## config.mk

```make
export PLATFORM = sky130hd
export DESIGN_NAME = oledhp_host
export DESIGN_NICKNAME = d
export VERILOG_FILES = /design/src/core/oledhp_pkg.sv /design/src/core/oledhp_host.sv
export VERILOG_INCLUDE_DIRS = /design/src /design/src/core
export SDC_FILE = /design/constraint.sdc
export NUM_CORES = 1
export LEC_CHECK = 0
export BUFFER_PORTS_ARGS = -buffer_cell sky130_fd_sc_hd__buf_4
export CAP_MARGIN = 25
export CELL_PAD_IN_SITES_DETAIL_PLACEMENT = 0
export CELL_PAD_IN_SITES_GLOBAL_PLACEMENT = 1
export CORE_MARGIN = 2
export CORE_UTILIZATION = 47
export CTS_BUF_LIST = sky130_fd_sc_hd__clkbuf_16
export CTS_CLUSTER_DIAMETER = 60
export DETAILED_ROUTE_END_ITERATION = 10
export HOLD_SLACK_MARGIN = 0.12
export PLACE_DENSITY = 0.87
export SLEW_MARGIN = 20
export SYNTH_ARGS = -nofsm -noshare
export SYNTH_HDL_FRONTEND = slang
export SYNTH_SLANG_ARGS = --single-unit
```

## constraint.sdc

```tcl
create_clock -name clk_sys -period 3.1 [get_ports clk_sys]
set_input_delay 0.155 -clock clk_sys [delete_from_list [all_inputs] [get_ports clk_sys]]
set_output_delay 0.155 -clock clk_sys [all_outputs]
set_load 0.01 [all_outputs]
```

## src/core/oled_defs.svh

```systemverilog
// Purpose: Timing counts and init command bytes for the OLED parallel host port.
// Assumes: clk_sys runs at 100 MHz, a period of 10 ns.
// Notes: Least times round up to whole cycles.
`ifndef OLED_DEFS_SVH
`define OLED_DEFS_SVH
`define OLED_CLK_NS 10
`define OLED_WR_LOW_NS 60
`define OLED_WR_HIGH_NS 60
`define OLED_RD_LOW_NS 120
`define OLED_RD_HIGH_NS 60
`define OLED_ACC_NS 140
`define OLED_CYCLE_NS 300
`define OLED_WR_LOW_CYC ((`OLED_WR_LOW_NS + `OLED_CLK_NS - 1) / `OLED_CLK_NS)
`define OLED_WR_HIGH_CYC ((`OLED_WR_HIGH_NS + `OLED_CLK_NS - 1) / `OLED_CLK_NS)
`define OLED_RD_LOW_CYC ((`OLED_RD_LOW_NS + `OLED_CLK_NS - 1) / `OLED_CLK_NS)
`define OLED_RD_HIGH_CYC ((`OLED_RD_HIGH_NS + `OLED_CLK_NS - 1) / `OLED_CLK_NS)
`define OLED_ACC_CYC ((`OLED_ACC_NS + `OLED_CLK_NS - 1) / `OLED_CLK_NS)
`define OLED_CYCLE_CYC ((`OLED_CYCLE_NS + `OLED_CLK_NS - 1) / `OLED_CLK_NS)
`define OLED_SETTLE_CYC 5
`define OLED_RESET_LOW_DEF 100000
`define OLED_INIT_LEN 19
`define OLED_CMD_DISP_OFF 8'hae
`define OLED_CMD_CONTRAST 8'h81
`define OLED_PAR_CONTRAST 8'hff
`define OLED_CMD_MUX 8'ha8
`define OLED_PAR_MUX 8'h3f
`define OLED_CMD_SEG_REMAP 8'ha0
`define OLED_CMD_OFFSET 8'hd3
`define OLED_PAR_OFFSET 8'h00
`define OLED_CMD_START_LINE 8'h40
`define OLED_CMD_SCAN_REV 8'hc8
`define OLED_CMD_COM_PINS 8'hda
`define OLED_PAR_COM_PINS 8'h12
`define OLED_CMD_PRECHARGE 8'hd9
`define OLED_PAR_PRECHARGE 8'hf1
`define OLED_CMD_VCOMH 8'hdb
`define OLED_PAR_VCOMH 8'h49
`define OLED_CMD_NORMAL 8'ha4
`define OLED_CMD_NO_INV 8'ha6
`define OLED_CMD_DISP_ON 8'haf
`endif

```

## src/core/oledhp_pkg.sv

```systemverilog
// Purpose: Types for the OLED parallel host port.
// Assumes: Nothing beyond the defs header.
// Notes: One-hot state codes.
package oledhp_pkg;
  typedef enum logic [6:0] {
    OLEDHP_RST_LOW = 7'h01,
    OLEDHP_INIT = 7'h02,
    OLEDHP_IDLE = 7'h04,
    OLEDHP_SETUP = 7'h08,
    OLEDHP_STROBE = 7'h10,
    OLEDHP_RELEASE = 7'h20,
    OLEDHP_GAP = 7'h40
  } oledhp_state_t;
endpackage : oledhp_pkg

```

## src/core/oledhp_host.sv

```systemverilog
// Purpose: Host controller driving an OLED module over its 8080-style parallel pins.
// Assumes: Module straps tied high for 8080 mode; the module runs no clock of its own.
// Notes: Resets the module, sends the init sequence, then serves user writes and reads.
// Summary of operation
// - Host uses 8080 protocol; both bus-select straps driven high.
// - Command write: select low, chip select and byte together, then write low, then release in order.
// - After reset delay, init starts with display off and ends with display on.
// - Init sends segment remap and reversed common-line scan as single commands.
// - Init sends common-pin configuration followed by its parameter byte.
`timescale 1ns/100ps
`include "oled_defs.svh"
module oledhp_host
  import oledhp_pkg::*;
#(
  parameter int RESET_LOW_CYC = `OLED_RESET_LOW_DEF
) (
  input wire logic clk_sys,
  input wire logic rst_n,
  input wire logic req_valid,
  input wire logic req_read,
  input wire logic req_is_data,
  input wire logic [7:0] req_byte,
  output logic req_ready,
  output logic rsp_valid,
  output logic [7:0] rsp_byte,
  output logic init_done,
  output logic [7:0] data_out,
  output logic data_oe,
  input wire logic [7:0] data_in,
  output logic chip_sel_n,
  output logic rd_n,
  output logic wr_n,
  output logic dc_sel,
  output logic reset_in_n,
  output logic bus_sel_strap_a,
  output logic bus_sel_strap_b
);
  // The read strobe covers the access time plus the pin edge, three synchroniser stages
  // and the agreement stage, so the byte taken has settled on the bus.
  localparam int WR_STB = `OLED_WR_LOW_CYC;
  localparam int RD_STB_ACC = `OLED_ACC_CYC + `OLED_SETTLE_CYC;
  localparam int RD_STB = (RD_STB_ACC > `OLED_RD_LOW_CYC) ? RD_STB_ACC : `OLED_RD_LOW_CYC;
  // The gap also stretches each transfer to the least cycle time from strobe to strobe.
  localparam int WR_GAP_CYC = `OLED_CYCLE_CYC - WR_STB - 2;
  localparam int RD_GAP_CYC = `OLED_CYCLE_CYC - RD_STB - 2;
  localparam int WR_GAP = (WR_GAP_CYC > `OLED_WR_HIGH_CYC) ? WR_GAP_CYC : `OLED_WR_HIGH_CYC;
  localparam int RD_GAP = (RD_GAP_CYC > `OLED_RD_HIGH_CYC) ? RD_GAP_CYC : `OLED_RD_HIGH_CYC;
  localparam logic [4:0] WR_LAST = 5'(WR_STB - 1);
  localparam logic [4:0] RD_LAST = 5'(RD_STB - 1);
  localparam logic [4:0] WR_GAP_LAST = 5'(WR_GAP - 1);
  localparam logic [4:0] RD_GAP_LAST = 5'(RD_GAP - 1);
  localparam logic [4:0] INIT_LAST = 5'(`OLED_INIT_LEN - 1);

  oledhp_state_t state_r, state_nxt;
  logic [31:0] rst_cnt_r;
  logic [4:0] cnt_r, cnt_nxt;
  logic [4:0] idx_r;
  logic is_read_r, is_init_r;
  logic [7:0] din_s1_r, din_s2_r, din_s3_r, din_stable_r;
  logic [7:0] init_byte;
  logic cs_nxt, rd_nxt, wr_nxt, dc_nxt, oe_nxt;
  logic is_read_nxt, dc_sel_nxt;
  logic [7:0] byte_nxt;
  wire starting;
  wire [4:0] init_idx = (state_r == OLEDHP_GAP) ? 5'(idx_r + 5'd1) : idx_r;

  // Command and parameter bytes in the order the module expects them.
  always_comb begin
    case (init_idx)
      5'd0: init_byte = `OLED_CMD_DISP_OFF;
      5'd1: init_byte = `OLED_CMD_CONTRAST;
      5'd2: init_byte = `OLED_PAR_CONTRAST;
      5'd3: init_byte = `OLED_CMD_MUX;
      5'd4: init_byte = `OLED_PAR_MUX;
      5'd5: init_byte = `OLED_CMD_SEG_REMAP;
      5'd6: init_byte = `OLED_CMD_OFFSET;
      5'd7: init_byte = `OLED_PAR_OFFSET;
      5'd8: init_byte = `OLED_CMD_START_LINE;
      5'd9: init_byte = `OLED_CMD_SCAN_REV;
      5'd10: init_byte = `OLED_CMD_COM_PINS;
      5'd11: init_byte = `OLED_PAR_COM_PINS;
      5'd12: init_byte = `OLED_CMD_PRECHARGE;
      5'd13: init_byte = `OLED_PAR_PRECHARGE;
      5'd14: init_byte = `OLED_CMD_VCOMH;
      5'd15: init_byte = `OLED_PAR_VCOMH;
      5'd16: init_byte = `OLED_CMD_NORMAL;
      5'd17: init_byte = `OLED_CMD_NO_INV;
      default: init_byte = `OLED_CMD_DISP_ON;
    endcase
  end

  wire strobe_len_done = is_read_r ? (cnt_r >= RD_LAST) : (cnt_r >= WR_LAST);
  wire gap_done = is_read_r ? (cnt_r >= RD_GAP_LAST) : (cnt_r >= WR_GAP_LAST);
  wire take_user = req_valid && init_done;

  always_comb begin
    state_nxt = state_r;
    cnt_nxt = cnt_r + 5'd1;
    case (state_r)
      OLEDHP_RST_LOW: begin
        cnt_nxt = 5'd0;
        if (rst_cnt_r >= 32'(RESET_LOW_CYC)) state_nxt = OLEDHP_INIT;
      end
      OLEDHP_INIT: begin
        cnt_nxt = 5'd0;
        state_nxt = OLEDHP_SETUP;
      end
      OLEDHP_IDLE: begin
        cnt_nxt = 5'd0;
        if (take_user) state_nxt = OLEDHP_SETUP;
      end
      OLEDHP_SETUP: begin
        cnt_nxt = 5'd0;
        state_nxt = OLEDHP_STROBE;
      end
      OLEDHP_STROBE: begin
        if (strobe_len_done) begin
          state_nxt = OLEDHP_RELEASE;
          cnt_nxt = 5'd0;
        end
      end
      OLEDHP_RELEASE: begin
        cnt_nxt = 5'd0;
        state_nxt = OLEDHP_GAP;
      end
      default: begin
        if (gap_done) begin
          cnt_nxt = 5'd0;
          if (is_init_r && idx_r != INIT_LAST) state_nxt = OLEDHP_SETUP;
          else state_nxt = OLEDHP_IDLE;
        end
      end
    endcase
  end

  // Pin levels per state; strobe only moves with chip select low.
  assign cs_nxt = !(state_nxt == OLEDHP_SETUP || state_nxt == OLEDHP_STROBE ||
                    state_nxt == OLEDHP_RELEASE);
  assign wr_nxt = !(state_nxt == OLEDHP_STROBE && !is_read_nxt);
  assign rd_nxt = !(state_nxt == OLEDHP_STROBE && is_read_nxt);
  assign oe_nxt = !is_read_nxt && (state_nxt == OLEDHP_SETUP ||
                  state_nxt == OLEDHP_STROBE || state_nxt == OLEDHP_RELEASE);
  // Select returns high one cycle after chip select has risen.
  assign dc_nxt = (!starting && state_r == OLEDHP_GAP) ? 1'b1 : dc_sel_nxt;
  assign starting = (state_r == OLEDHP_INIT) || (state_r == OLEDHP_IDLE && take_user) ||
                    (state_r == OLEDHP_GAP && state_nxt == OLEDHP_SETUP);
  always_comb begin
    is_read_nxt = is_read_r;
    dc_sel_nxt = dc_sel;
    byte_nxt = data_out;
    if (state_r == OLEDHP_IDLE && take_user) begin
      is_read_nxt = req_read;
      dc_sel_nxt = req_is_data;
      byte_nxt = req_byte;
    end else if (starting) begin
      is_read_nxt = 1'b0;
      dc_sel_nxt = 1'b0;
      byte_nxt = init_byte;
    end
  end

  always_ff @(posedge clk_sys or negedge rst_n) begin
    if (!rst_n) begin
      state_r <= OLEDHP_RST_LOW;
      rst_cnt_r <= 32'h0000_0000;
      cnt_r <= 5'h00;
      idx_r <= 5'h00;
      is_read_r <= 1'b0;
      is_init_r <= 1'b0;
      din_s1_r <= 8'h00;
      din_s2_r <= 8'h00;
      din_s3_r <= 8'h00;
      din_stable_r <= 8'h00;
    end else begin
      state_r <= state_nxt;
      rst_cnt_r <= (state_r == OLEDHP_RST_LOW) ? rst_cnt_r + 32'h1 : rst_cnt_r;
      cnt_r <= cnt_nxt;
      is_read_r <= is_read_nxt;
      din_s1_r <= data_in;
      din_s2_r <= din_s1_r;
      din_s3_r <= din_s2_r;
      if (din_s2_r == din_s3_r) din_stable_r <= din_s3_r;
      if (state_r == OLEDHP_INIT) is_init_r <= 1'b1;
      else if (state_r == OLEDHP_GAP && state_nxt == OLEDHP_IDLE) is_init_r <= 1'b0;
      if (state_r == OLEDHP_GAP && is_init_r && state_nxt == OLEDHP_SETUP)
        idx_r <= idx_r + 5'd1;
    end
  end

  // Output pins and user side, all registered.
  always_ff @(posedge clk_sys or negedge rst_n) begin
    if (!rst_n) begin
      data_out <= 8'h00;
      data_oe <= 1'b0;
      chip_sel_n <= 1'b1;
      rd_n <= 1'b1;
      wr_n <= 1'b1;
      dc_sel <= 1'b1;
      reset_in_n <= 1'b0;
      bus_sel_strap_a <= 1'b1;
      bus_sel_strap_b <= 1'b1;
      init_done <= 1'b0;
      req_ready <= 1'b0;
      rsp_valid <= 1'b0;
      rsp_byte <= 8'h00;
    end else begin
      data_out <= byte_nxt;
      data_oe <= oe_nxt;
      chip_sel_n <= cs_nxt;
      rd_n <= rd_nxt;
      wr_n <= wr_nxt;
      dc_sel <= dc_nxt;
      reset_in_n <= (state_nxt != OLEDHP_RST_LOW);
      bus_sel_strap_a <= 1'b1;
      bus_sel_strap_b <= 1'b1;
      if (state_r == OLEDHP_GAP && is_init_r && state_nxt == OLEDHP_IDLE)
        init_done <= 1'b1;
      req_ready <= (state_nxt == OLEDHP_IDLE) && (init_done || is_init_r) &&
                   !(state_r == OLEDHP_IDLE && take_user);
      rsp_valid <= (state_r == OLEDHP_STROBE) && is_read_r && strobe_len_done;
      // Taken from the agreed stage; the read strobe outlasts access and that delay.
      if (state_r == OLEDHP_STROBE && is_read_r && strobe_len_done)
        rsp_byte <= din_stable_r;
    end
  end
endmodule : oledhp_host

```

==> metrics.txt <==
run status complete, no violations; CTS tree done; RSZ-0062 raised after global routing no; final slew viol count 0; Final nets 563; first-pass GRT wire length 17.3 mm; commonest non-fill, non-tap cell in the layout dfrtp_1; Worst Setup Start Kind flop; Reg clk slew, reported paths 0.07 ns; Hold WS 0.153 ns; placed cell count 642; worst slew pin tran 0.638 ns; largest net degree at the start of global routing 96; ys flop type dfrtp_1; core area 10400 µm²; die area 11700 µm²; Mapped Cells 464; Routed WL per cell 14.8 µm; Power Total 2.82 mW; Final Hold Vio Count 0; Power per Cell Area 465 nW/µm²; gp weighted congestion 0.911; post-route cell area 6060 µm²; setup_tns 0 ns; WP data required 3.37 ns; Leak 2.83 nW; type of the tightest min-delay check in -> reg; clock tree sinks 108; clock buffer depth 2; most frequent cells in the layout dfrtp_1, buf_4, nor2_1; ant diodes 0; antenna-violating nets left 0; Worst-Skew Late Latency 0.35 ns; Yosys reg bits 108; DR pass1 iterations 4; Synth Warn # 0; Finished Core Util 0.582; Tcrit/Tclk final 0.942; max cap viols 0; GRT overflow 0; Root Driver clkbuf_16; share of post-route cells with drive strength above 1 0.209; Initial Util 0.488; r2r startpoint state_r[5]; maximum vdd drop 0.367 mV; final clock skew 0.0101 ns; drt total wl 9.98 mm; initial antenna violation count 0; Area Overhead vs Synth 19.2%; Final Non-Filler Cells 672; vias in the first global route 3570; # rows 37; DRC viols 0; Die Y-Extent 108 µm; Via Count 3598; Finish-stage setup viols 0; asr flop ratio synth 1.00; pre-CTS setup slack 0.228 ns; synthesized area 5080 µm²; syn avg cell area 11.0 µm²; vias per cell 5.35; post-synthesis sequential area ratio 0.533; port buffer count 45; setup ws final 0.181 ns; Yosys cell types 65; GRT Resource Usage Total 0.189; Tmin final 2.92 ns; R2R setup slack 0.18 ns; # IOs 48; placed cell area 5590 µm²; post-cts sizing count 0; die outline width 108 µm; R2R cell count 12; dpl hpwl 7.11 mm; number of flops mapped to enable cells by yosys 0; TritonCTS buffer count 9; worst hold path startpoint req_byte[0]; WHS Path Cells 4; Worst slew margin 0.569; hold endpoint data_out[0]; Fmax 343 MHz; Max Fanout on Critical Path 12; Worst setup EP type flop; R2R Path End data_out[1]; htree depth 3; critical path class reg -> reg; initial DRC count 222; Worst EP arrival 3.19 ns
## power breakdown
| part | switching, mW | internal [mW] | total [mW] |
|---|---|---|---|
| Clock | 0.492 | 0.782 | 1.27 |
| Combinational | 0.0415 | 0.0450 | 0.0865 |
| Sequential | 0.0167 | 1.44 | 1.46 |
| Total | 0.550 | 2.27 | 2.82 |
## final cells by class
class | instances | area [µm²]
clock buffers | 9 | 225
clock inverters | 7 | 110
fillers | 897 | 4360
inverters | 17 | 63.8
multi-input cells | 324 | 2200
flip-flops and latches | 108 | 2710
well taps | 136 | 170
repair buffers | 71 | 576
## state kept, by name, indices dropped and copies added (netlist names), 5 cells and up
signal / cells
din_s1_r: 8
din_s3_r: 8
rst_cnt_r: 32
cnt_r: 5
idx_r: 5
data_out: 8
state_r: 7
din_s2_r: 8
rsp_byte: 8
din_stable_r: 8
## logic make-up (layout without fill, tap and decap cells)
logic type / Yosys count / after routing / synth area share
AND/OR/NAND/NOR: 161 / 161 / 0.164
flip-flops: 108 / 108 / 0.533
AO/OA/AOI/OAI: 77 / 77 / 0.101
XOR/XNOR: 53 / 53 / 0.0951
buffers and inverters: 33 / 104 / 0.0340
multiplexers: 20 / 20 / 0.0443
adder cells (fa/ha/maj): 11 / 11 / 0.0271
other: 1 / 2 / 0.000738
## per-layer routing
metal  share of wire  up-vias  track usage
met4           0.013        0       0.0623
li1                -     1759            -
met2            0.48       73        0.302
met5               0        -            0
met1            0.46     1755        0.251
met3           0.048       11       0.0494
## critical path: stages (launching register included)
cell and delay, ns:
dfrtp_1 0.49, or4_4 0.61, nor2_1 0.25, xnor2_1 0.24, inv_1 0.11, ha_1 0.29
inv_1 0.08, o31ai_1 0.07, o22ai_1 0.13, a31oi_1 0.11, a311oi_1 0.26, a21oi_1 0.07
a21oi_1 0.14
## synth_stat cells (all sizes together), types with 3 or more instances
library cell	number	area, µm²
mux2	20	225
buf	11	90.1
nand2	37	141
nand4	5	31.3
nand2b	4	25.0
ha	11	138
nor3	17	95.1
a31oi	3	18.8
nand3	19	95.1
and2	3	18.8
a21o	4	31.3
xnor2	27	255
dfrtp	103	2580
o21ai	15	75.1
o31ai	7	52.6
nor4	13	93.8
dfstp	5	131
nor2	38	143
a21oi	19	95.1
xor2	26	228
and3	3	18.8
inv	17	63.8
o21bai	3	22.5
or3	8	55.1
clkbuf	5	18.8
## how the worst max path moves through the flow
stage / end / slack, ns / start / cells after the start
5_1_grt: data_out[1] / 0.002 / state_r[5] / 12
4_1_cts: data_out[1] / 0.21 / state_r[5] / 12
3_3_place_gp: data_out[1] / 0.35 / state_r[5] / 12
2_1_floorplan: data_out[1] / 0.42 / state_r[5] / 14
6_report: data_out[1] / 0.18 / state_r[5] / 12
3_5_place_dp: data_out[1] / 0.23 / state_r[5] / 12
## what timing repair did
item                      4_1_cts  5_1_grt
buffers inserted                0        0
hold buffers                   13        0
hold endpoints to repair      116        0
Power figures use the tool's default switching activity.
